==> config.mk <==
export PLATFORM = sky130hd
export DESIGN_NAME = bit_clear_branch_exec
export DESIGN_NICKNAME = d
export VERILOG_FILES = /design/src/inc/exec_pkg.sv /design/src/design/bit_clear_branch_exec.sv
export SDC_FILE = /design/constraint.sdc
export NUM_CORES = 1
export LEC_CHECK = 0
export CAP_MARGIN = 20
export CELL_PAD_IN_SITES_DETAIL_PLACEMENT = 1
export CELL_PAD_IN_SITES_GLOBAL_PLACEMENT = 2
export CORE_MARGIN = 10
export CORE_UTILIZATION = 41
export DETAILED_ROUTE_END_ITERATION = 7
export DONT_BUFFER_PORTS = 1
export GPL_TIMING_DRIVEN = 0
export PLACE_DENSITY = 0.82
export SYNTH_ARGS = -nofsm -noshare
export SYNTH_HDL_FRONTEND = slang
export SYNTH_SLANG_ARGS = --single-unit
==> constraint.sdc <==
create_clock -name core_clk -period 2.6 [get_ports core_clk]
set_input_delay 0.26 -clock core_clk [delete_from_list [all_inputs] [get_ports core_clk]]
set_output_delay 0.26 -clock core_clk [all_outputs]
set_load 0.05 [all_outputs]
==> src/inc/exec_pkg.sv <==
// Shared constants and carrier types for the bit-clear / flag-branch unit.
// Assumes one clock domain and an AXI4-Lite master with 32-bit data.
`default_nettype none
package exec_pkg;
  // ==========================================================
  // Register byte offsets
  localparam logic [7:0] OFF_CTRL = 8'h00;
  localparam logic [7:0] OFF_INSTR = 8'h04;
  localparam logic [7:0] OFF_PC = 8'h08;
  localparam logic [7:0] OFF_BANK = 8'h0C;
  localparam logic [7:0] OFF_INDEX = 8'h10;
  localparam logic [7:0] OFF_FLAGS = 8'h14;
  localparam logic [7:0] OFF_STATUS = 8'h18;
  // ==========================================================
  // Opcode fields and codes
  localparam logic [3:0] OPC_BIT_CLEAR = 4'h9;
  localparam logic [7:0] OPC_BR_NEG = 8'hE6;
  localparam logic [7:0] OPC_BR_NO_CARRY = 8'hE3;
  localparam logic [7:0] INDEX_LIMIT = 8'h5F;
  localparam logic [7:0] ACCESS_SPLIT = 8'h80;
  localparam logic [3:0] ACCESS_HI_BANK = 4'hF;
  localparam logic [3:0] ACCESS_LO_BANK = 4'h0;
  localparam logic [20:0] PC_STEP = 21'h0_0002;
  // ==========================================================
  // Phases of one instruction cycle
  localparam logic [1:0] PH_Q1 = 2'h0;
  localparam logic [1:0] PH_Q2 = 2'h1;
  localparam logic [1:0] PH_Q3 = 2'h2;
  localparam logic [1:0] PH_Q4 = 2'h3;
  // ==========================================================
  // Reset values and bus answers
  localparam logic [20:0] PC_RESET = 21'h0_0000;
  localparam logic [15:0] OPCODE_RESET = 16'h0000;
  localparam logic [1:0] RESP_OKAY = 2'h0;
  localparam logic [1:0] RESP_SLVERR = 2'h2;
  typedef enum logic [1:0] {ST_IDLE, ST_EXEC, ST_FLUSH} execState_e;
  typedef struct packed {
    logic awvalid; logic [7:0] awaddr; logic wvalid; logic [31:0] wdata;
    logic [3:0] wstrb; logic bready; logic arvalid; logic [7:0] araddr; logic rready;
  } axiReq_s;
  typedef struct packed {
    logic awready; logic wready; logic bvalid; logic [1:0] bresp;
    logic arready; logic rvalid; logic [31:0] rdata; logic [1:0] rresp;
  } axiRsp_s;
  typedef struct packed {
    logic rdEn; logic wrEn; logic [11:0] addr; logic [7:0] wrData;
  } memReq_s;
endpackage
`default_nettype wire

==> src/design/bit_clear_branch_exec.sv <==
// Execution unit for bit clear of a file register and two flag branches.
// Assumes a byte data memory with combinational read on the same clock,
// and software that launches one opcode at a time over AXI4-Lite.
//
// Local design decisions: register access over AXI4-Lite and the register offsets.
`timescale 1ns/1ps
`default_nettype none
// How it works
// - Clear chosen bit of chosen register
// - Access bit zero selects access bank
// - Access bit one uses bank pointer
// - Extended set, low addresses use indexing
// - Negative branch taken only when set
// - Offset signed, doubled before adding
// - Target is instruction address plus two plus offset
// - One cycle untaken, two cycles taken
// - No-carry branch taken when carry clear
module bit_clear_branch_exec (
  input wire logic core_clk,
  input wire logic rst_b,
  input wire exec_pkg::axiReq_s axiReq,
  output exec_pkg::axiRsp_s axiRsp,
  output exec_pkg::memReq_s memReq,
  input wire logic [7:0] memRdData
);
  import exec_pkg::*;
  // ==========================================================
  // Software-visible state
  logic extEnable_q; // Extended instruction set on
  logic [3:0] bankPtr_q; // Bank pointer register
  logic [11:0] indexBase_q; // Base for indexed literal offset
  logic flagN_q; // Negative flag
  logic flagC_q; // Carry flag
  logic [20:0] pc_q; // Program counter
  logic [15:0] opcode_q; // Opcode under execution
  // ==========================================================
  // Sequencer state
  execState_e state_q;
  logic [1:0] phase_q;
  logic isClear_q, isNegBranch_q, isNoCarryBranch_q; // Decoded kind
  logic indexed_q; // Operand used indexing
  logic taken_q; // Branch condition met
  logic [20:0] target_q; // Branch destination
  logic [7:0] offset_q; // Literal read in Q2
  logic [7:0] rdData_q; // Register value read in Q2
  logic [7:0] wrData_q; // Value to write back
  logic [11:0] memAddr_q; // Operand address
  // ==========================================================
  // Bus slave state
  logic awHeld_q, wHeld_q, bvalid_q, rvalid_q;
  logic [7:0] awAddr_q;
  logic [31:0] wData_q, rdata_q;
  logic [3:0] wStrb_q;
  logic [1:0] bresp_q, rresp_q;
  logic doWrite, launch, busy;
  logic [31:0] wMask, rdMux;
  logic rdHit;

  // Write happens once both address and data are held
  assign doWrite = awHeld_q && wHeld_q && !bvalid_q;
  assign busy = (state_q != ST_IDLE);
  // New opcodes are refused while the sequencer runs
  assign launch = doWrite && (awAddr_q == OFF_INSTR) && !busy;
  // Byte lanes map to a bit mask so partial writes merge cleanly
  assign wMask = {{8{wStrb_q[3]}}, {8{wStrb_q[2]}}, {8{wStrb_q[1]}}, {8{wStrb_q[0]}}};

  assign axiRsp.awready = !awHeld_q && !bvalid_q;
  assign axiRsp.wready = !wHeld_q && !bvalid_q;
  assign axiRsp.bvalid = bvalid_q;
  assign axiRsp.bresp = bresp_q;
  assign axiRsp.arready = !rvalid_q;
  assign axiRsp.rvalid = rvalid_q;
  assign axiRsp.rdata = rdata_q;
  assign axiRsp.rresp = rresp_q;

  // ==========================================================
  // Write channels: address and data may arrive in either order
  always_ff @(posedge core_clk or negedge rst_b) begin
    if (!rst_b) begin
      awHeld_q <= 1'b0;
      wHeld_q <= 1'b0;
      awAddr_q <= 8'h00;
      wData_q <= 32'h0000_0000;
      wStrb_q <= 4'h0;
    end else begin
      if (doWrite) begin
        awHeld_q <= 1'b0;
        wHeld_q <= 1'b0;
      end
      if (axiReq.awvalid && axiRsp.awready) begin
        awHeld_q <= 1'b1;
        awAddr_q <= axiReq.awaddr;
      end
      if (axiReq.wvalid && axiRsp.wready) begin
        wHeld_q <= 1'b1;
        wData_q <= axiReq.wdata;
        wStrb_q <= axiReq.wstrb;
      end
    end
  end

  // Write response; unmapped or busy-time launches answer SLVERR
  always_ff @(posedge core_clk or negedge rst_b) begin
    if (!rst_b) begin
      bvalid_q <= 1'b0;
      bresp_q <= RESP_OKAY;
    end else if (doWrite) begin
      bvalid_q <= 1'b1;
      unique case (awAddr_q)
        OFF_CTRL, OFF_BANK, OFF_INDEX, OFF_FLAGS, OFF_STATUS: bresp_q <= RESP_OKAY;
        OFF_INSTR, OFF_PC: bresp_q <= busy ? RESP_SLVERR : RESP_OKAY;
        default: bresp_q <= RESP_SLVERR;
      endcase
    end else if (bvalid_q && axiReq.bready) begin
      bvalid_q <= 1'b0;
    end
  end

  // Configuration registers steering address formation and branches
  always_ff @(posedge core_clk or negedge rst_b) begin
    if (!rst_b) begin
      extEnable_q <= 1'b0;
      bankPtr_q <= 4'h0;
      indexBase_q <= 12'h000;
      flagN_q <= 1'b0;
      flagC_q <= 1'b0;
    end else if (doWrite) begin
      unique case (awAddr_q)
        OFF_CTRL: extEnable_q <= wStrb_q[0] ? wData_q[0] : extEnable_q;
        OFF_BANK: bankPtr_q <= wStrb_q[0] ? wData_q[3:0] : bankPtr_q;
        OFF_INDEX: indexBase_q <= (indexBase_q & ~wMask[11:0]) | (wData_q[11:0] & wMask[11:0]);
        OFF_FLAGS: begin
          flagC_q <= wStrb_q[0] ? wData_q[0] : flagC_q;
          flagN_q <= wStrb_q[0] ? wData_q[1] : flagN_q;
        end
        default: begin
        end
      endcase
    end
  end

  // Read mux; status shows the sequencer's own state
  always_comb begin
    rdMux = 32'h0000_0000;
    rdHit = 1'b1;
    unique case (axiReq.araddr)
      OFF_CTRL: rdMux[0] = extEnable_q;
      OFF_INSTR: rdMux[15:0] = opcode_q;
      OFF_PC: rdMux[20:0] = pc_q;
      OFF_BANK: rdMux[3:0] = bankPtr_q;
      OFF_INDEX: rdMux[11:0] = indexBase_q;
      OFF_FLAGS: rdMux[1:0] = {flagN_q, flagC_q};
      OFF_STATUS: rdMux[2:0] = {indexed_q, taken_q, busy};
      default: rdHit = 1'b0;
    endcase
  end

  // Read channel answers one cycle after the address is taken
  always_ff @(posedge core_clk or negedge rst_b) begin
    if (!rst_b) begin
      rvalid_q <= 1'b0;
      rdata_q <= 32'h0000_0000;
      rresp_q <= RESP_OKAY;
    end else if (axiReq.arvalid && axiRsp.arready) begin
      rvalid_q <= 1'b1;
      rdata_q <= rdMux;
      rresp_q <= rdHit ? RESP_OKAY : RESP_SLVERR;
    end else if (rvalid_q && axiReq.rready) begin
      rvalid_q <= 1'b0;
    end
  end

  // ==========================================================
  // Phase sequencer: one cycle is four clocks, Q1 to Q4
  always_ff @(posedge core_clk or negedge rst_b) begin
    if (!rst_b) begin
      state_q <= ST_IDLE;
      phase_q <= PH_Q1;
    end else begin
      unique case (state_q)
        ST_IDLE: begin
          if (launch) begin
            state_q <= ST_EXEC;
            phase_q <= PH_Q1;
          end
        end
        ST_EXEC: begin
          phase_q <= phase_q + 2'h1;
          // Taken branch spends a second cycle on the refetch
          if (phase_q == PH_Q4) begin
            state_q <= taken_q ? ST_FLUSH : ST_IDLE;
          end
        end
        ST_FLUSH: begin
          phase_q <= phase_q + 2'h1;
          if (phase_q == PH_Q4) begin
            state_q <= ST_IDLE;
          end
        end
      endcase
    end
  end

  // Opcode capture
  always_ff @(posedge core_clk or negedge rst_b) begin
    if (!rst_b) begin
      opcode_q <= OPCODE_RESET;
    end else if (launch) begin
      opcode_q <= wData_q[15:0];
    end
  end

  // Q1 decode: kind and operand address
  always_ff @(posedge core_clk or negedge rst_b) begin
    if (!rst_b) begin
      isClear_q <= 1'b0;
      isNegBranch_q <= 1'b0;
      isNoCarryBranch_q <= 1'b0;
      indexed_q <= 1'b0;
      memAddr_q <= 12'h000;
    end else if (state_q == ST_EXEC && phase_q == PH_Q1) begin
      isClear_q <= (opcode_q[15:12] == OPC_BIT_CLEAR);
      isNegBranch_q <= (opcode_q[15:8] == OPC_BR_NEG);
      isNoCarryBranch_q <= (opcode_q[15:8] == OPC_BR_NO_CARRY);
      indexed_q <= 1'b0;
      if (opcode_q[8]) begin
        memAddr_q <= {bankPtr_q, opcode_q[7:0]};
      end else if (extEnable_q && opcode_q[7:0] <= INDEX_LIMIT) begin
        // Wraps inside the 4 KB space rather than faulting
        memAddr_q <= indexBase_q + {4'h0, opcode_q[7:0]};
        indexed_q <= 1'b1;
      end else if (opcode_q[7:0] < ACCESS_SPLIT) begin
        memAddr_q <= {ACCESS_LO_BANK, opcode_q[7:0]};
      end else begin
        memAddr_q <= {ACCESS_HI_BANK, opcode_q[7:0]};
      end
    end
  end

  // Q2 read, Q3 modify for bit clear; Q2 literal, Q3 target for branches
  always_ff @(posedge core_clk or negedge rst_b) begin
    if (!rst_b) begin
      rdData_q <= 8'h00;
      wrData_q <= 8'h00;
      offset_q <= 8'h00;
      taken_q <= 1'b0;
      target_q <= PC_RESET;
    end else if (launch) begin
      taken_q <= 1'b0;
    end else if (state_q == ST_EXEC) begin
      if (phase_q == PH_Q2) begin
        rdData_q <= memRdData;
        offset_q <= opcode_q[7:0];
      end
      if (phase_q == PH_Q3) begin
        wrData_q <= rdData_q & ~(8'h01 << opcode_q[11:9]);
        taken_q <= (isNegBranch_q && flagN_q) || (isNoCarryBranch_q && !flagC_q);
        // Sign-extend and double; PC already points past this word
        target_q <= pc_q + {{12{offset_q[7]}}, offset_q, 1'b0};
      end
    end
  end

  // Program counter: software load when idle, step in Q1, jump in Q4
  always_ff @(posedge core_clk or negedge rst_b) begin
    if (!rst_b) begin
      pc_q <= PC_RESET;
    end else if (doWrite && awAddr_q == OFF_PC && !busy) begin
      pc_q <= (pc_q & ~wMask[20:0]) | (wData_q[20:0] & wMask[20:0]);
    end else if (state_q == ST_EXEC && phase_q == PH_Q1) begin
      pc_q <= pc_q + PC_STEP;
    end else if (state_q == ST_EXEC && phase_q == PH_Q4 && taken_q) begin
      pc_q <= target_q;
    end
  end

  // Strobes decode the phase; address and data come from flip-flops
  assign memReq.rdEn = (state_q == ST_EXEC) && (phase_q == PH_Q2) && isClear_q;
  assign memReq.wrEn = (state_q == ST_EXEC) && (phase_q == PH_Q4) && isClear_q;
  assign memReq.addr = memAddr_q;
  assign memReq.wrData = wrData_q;

  // ==========================================================
  // Checks
  chk_clear_bit: assert property (@(posedge core_clk) disable iff (!rst_b)
    memReq.wrEn |-> memReq.wrData == ($past(memRdData, 2) & ~(8'h01 << opcode_q[11:9])))
    else $error("bit clear wrote wrong value");
  chk_access_bank: assert property (@(posedge core_clk) disable iff (!rst_b)
    memReq.rdEn && !opcode_q[8] && !indexed_q |->
      memReq.addr[11:8] == (opcode_q[7] ? ACCESS_HI_BANK : ACCESS_LO_BANK))
    else $error("access bank address wrong");
  chk_bank_pointer: assert property (@(posedge core_clk) disable iff (!rst_b)
    memReq.rdEn && opcode_q[8] |-> memReq.addr == {bankPtr_q, opcode_q[7:0]})
    else $error("banked address wrong");
  chk_indexed_mode: assert property (@(posedge core_clk) disable iff (!rst_b)
    memReq.rdEn |-> indexed_q == (extEnable_q && !opcode_q[8] && opcode_q[7:0] <= INDEX_LIMIT))
    else $error("indexed mode chosen wrongly");
  chk_neg_branch: assert property (@(posedge core_clk) disable iff (!rst_b)
    state_q == ST_EXEC && phase_q == PH_Q3 && isNegBranch_q |=> taken_q == $past(flagN_q))
    else $error("negative branch decision wrong");
  chk_carry_branch: assert property (@(posedge core_clk) disable iff (!rst_b)
    state_q == ST_EXEC && phase_q == PH_Q3 && isNoCarryBranch_q |=> taken_q == !$past(flagC_q))
    else $error("no-carry branch decision wrong");
  chk_branch_target: assert property (@(posedge core_clk) disable iff (!rst_b)
    state_q == ST_FLUSH && phase_q == PH_Q1 |->
      pc_q == $past(pc_q, 4) + PC_STEP + {{12{offset_q[7]}}, offset_q, 1'b0})
    else $error("branch target wrong");
  chk_taken_length: assert property (@(posedge core_clk) disable iff (!rst_b)
    state_q == ST_EXEC && phase_q == PH_Q4 && taken_q |=> state_q == ST_FLUSH [*4] ##1 !busy)
    else $error("taken branch not two cycles");
  chk_untaken_quiet: assert property (@(posedge core_clk) disable iff (!rst_b)
    state_q == ST_EXEC && phase_q == PH_Q4 && !taken_q |=> !busy && $stable(pc_q))
    else $error("untaken branch changed PC");
  chk_read_then_write: assert property (@(posedge core_clk) disable iff (!rst_b)
    memReq.rdEn |-> !memReq.wrEn ##2 memReq.wrEn ##1 !busy)
    else $error("bit clear phases out of order");
  chk_flush_idle: assert property (@(posedge core_clk) disable iff (!rst_b)
    state_q == ST_FLUSH |-> !memReq.rdEn && !memReq.wrEn ##1 $stable(pc_q))
    else $error("flush cycle not idle");
endmodule
`default_nettype wire

==> reports/qor.yml <==
antenna_found_initial: 1
synth.distinct_cells: 77
root_buffer: "clkbuf_16"
dp.cells: 1332
finalHoldViolCount: 181
tightest_slew_ps: 934.1
core_area_um2: 23610
yosysSeqAreaShare_pct: 45.78
cp_slowest_cell: "or4_4"
crit_chain: "inv_1 > ha_1 > inv_2 > or4_4 > nor3_2 > buf_4 > mux2_1"
slowest_delay_ps: 600
power_per_cell_area_nw_per_um2: 1055
synthXorXnorAreaFrac_pct: 1.416
crit_fanout: 10
wire_per_inst_um: 24.07
drv_cap: 0
critPathLaunchType: "flop"
htreeDepth: 4
synthAdderAreaFrac_pct: 4.958
grt-ovfl-total: 0
stdcell_count: 1411
ys_top_cells_by_count: "181 x dfrtp_1, 132 x nand2_1, 59 x o21ai_1"
cts.clk_slew.worst_paths_ps: 70
syn2layout_area_growth_pct: 15.95
p_leak_nw: 5.062
cp.arrival_ps: 2820
synth_top_family_by_area: "compound AO/OA/AOI/OAI gates"
fillCellCount: 2666
nNetsFinal: 1183
synth-edff-count: 0
drt_pre_antenna_iters: 5
portBuffers: 0
drtIter0Drc: 652
dieWidth_um: 175.3
async_flop_share_pct: 100.0
cts_buffer_depth: 2
cts.sinks: 181
rsz0062_at_grt: "false"
synth_compound_area_share_pct: 18.03
period_share_pct: 96.35
grt_pass1_wl_mm: 52.38
grt-busiest-layer: "met2"
drc_errors: 0
cp-end-kind: "flop"
yosys_register_bits: 181
grt_pass1_vias: 8693
place.gp.congestion: 0.8558
violations: "negative hold slack"
hold_ws_ps: -482.3
grt_usage_pct: 21.80
drv_slew: 0
vias: 8327
die_h_um: 175.3
stdcell_area_um2: 11470
rows: 56
yosys-top-cells-area: "dfrtp_1 46%, mux2_2 5.6%, nand2_1 5.0%, ha_1 4.6%, o21ai_1 3.0%"
synthFlopType: "dfrtp_1"
slew-limit-headroom_pct: 37.73
ir_worst_vdd_v: 0.0005386
yosysTopAreaCellShare_pct: 45.78
synth_most_common_cell: "dfrtp_1"
post_route_cells_drive_above_1_share_pct: 13.38
start_util_pct: 41.90
status: "finished with violations"
total_power_mw: 12.11
antenna_left: 0
cts_hold_buf: 42
use_met2_pct: 35.11
placed_cell_area_um2: 10340
dp_hpwl_mm: 24.37
critPathRequiredTime_ps: 2920
viasPerCell: 5.901
grt_use_met1_pct: 29.21
yosys_warnings: 0
holdCritPathClass: "input pin to asynchronous set/reset pin"
synth_cells: 1001
synthMuxAreaShare_pct: 9.460
die_area_um2: 30740
setup_viol: 0
synthSimpleGateAreaFrac_pct: 16.24
grt_max_degree: 182
use_met3_pct: 4.868
cts_tree: "built"
fmax_mhz: 399.2
wirelength_mm: 33.96
worstSetupPathType: "flop to flop"
netlist_area_um2: 9893
synth_top_cell_by_area: "dfrtp_1"
numCtsBuffers: 17
avgSynthCellArea_um2: 9.883
fin_skew_ps: 11.50
fin_crit_ps: 2505
clkLatencyLatePin_ps: 440
io-pin-count: 130
[timing repair]
| item | 4_1_cts | 5_1_grt |
|---|---|---|
| hold endpoints to repair | 223 | 181 |
| resized for setup | 9 | 20 |
| endpoints found under the setup margin | 23 | 43 |
| setup buffers | 0 | 4 |
| pin swaps | 1 | 2 |
[area by class of cell]
cell class	instances	area, µm²	share of cell area, %
Buffer	64	335.3	2.923
Clock buffer	17	425.4	3.709
Sequential cell	181	4531	39.50
Inverter	22	82.58	0.7199
Multi-Input combinational cell	746	5059	44.10
Timing Repair Buffer	46	450.4	3.927
Clock inverter	15	186.4	1.625
Tap cell	319	399.1	3.479
Antenna cell	1	2.502	0.02182
[worst paths after layout]
check	from	slack, ps	cells past startpoint	endpoint
min in group core_clk	axiReq[47]	100	2	wHeld_q
max in group asynchronous	rst_b	2720	0	asynchronous set/reset pin
worst min register to register	target_q[0]	490	2	target_q[0]
worst min-delay path	rst_b	-480	0	rdata_q[20]
worst max register to register	state_q[1]	90	7	opcode_q[2]
worst max-delay path	state_q[1]	90	7	opcode_q[2]
[power breakdown]
| group | switching (mW) | internal (mW) |
|---|---|---|
| clock | 1.24 | 1.54 |
| sequential | 1.47 | 3.66 |
| combinational | 2.61 | 1.59 |
[cell families after synthesis]
kind of cell,Yosys count
buffers and inverters,86
DFF,181
adders and majority gates,38
other,1
muxes,83
and+or+nand+nor,323
xor gates and xnor gates,16
AOI/OAI and AO/OA,273
[placed cells by master, fill, tap and decap left out, types with 13 or more instances in the layout]
cell type / n
inv_1: 20
nand3_1: 29
mux2_1: 25
a21o_1: 13
a21oi_1: 43
buf_4: 21
clkbuf_16: 17
mux2_2: 49
ha_1: 36
nand2_1: 131
o21ai_0: 36
clkbuf_1: 28
nor3_1: 26
o21ai_1: 58
nor2_1: 44
o211ai_1: 17
conb_1: 13
dfrtp_1: 180
dlygate4sd3_1: 42
[through the flow]
stage | util, % | TNS, ps | setup WS [ps] | hold WS [ps]
2_1_floorplan | - | 0 | 384.6 | -35.59
3_5_place_dp | 43.78 | -1409 | -131.1 | -25.26
3_3_place_gp | 43.78 | -932.2 | -109.7 | -25.57
6_report | 48.58 | 0 | 94.88 | -482.3
4_1_cts | 48.26 | 0 | 1.671 | -486.2
5_1_grt | 48.58 | 0 | 3.958 | -494.9
[routing by layer]
metal | part of all wire (%) | vias to the layer above
met5 | 0 | -
met4 | 1.2 | 0
met3 | 6.5 | 27
met2 | 47 | 252
met1 | 45 | 4259
li1 | - | 3789
[critical path: cells and delay by family, from the launching register on]
kind,cells,cell delay [ps]
fa+ha+maj,1,210
buf+inv,3,500
flops,1,410
mux,1,360
simple gates,2,880
No activity file was read; power rests on OpenSTA's default activity.
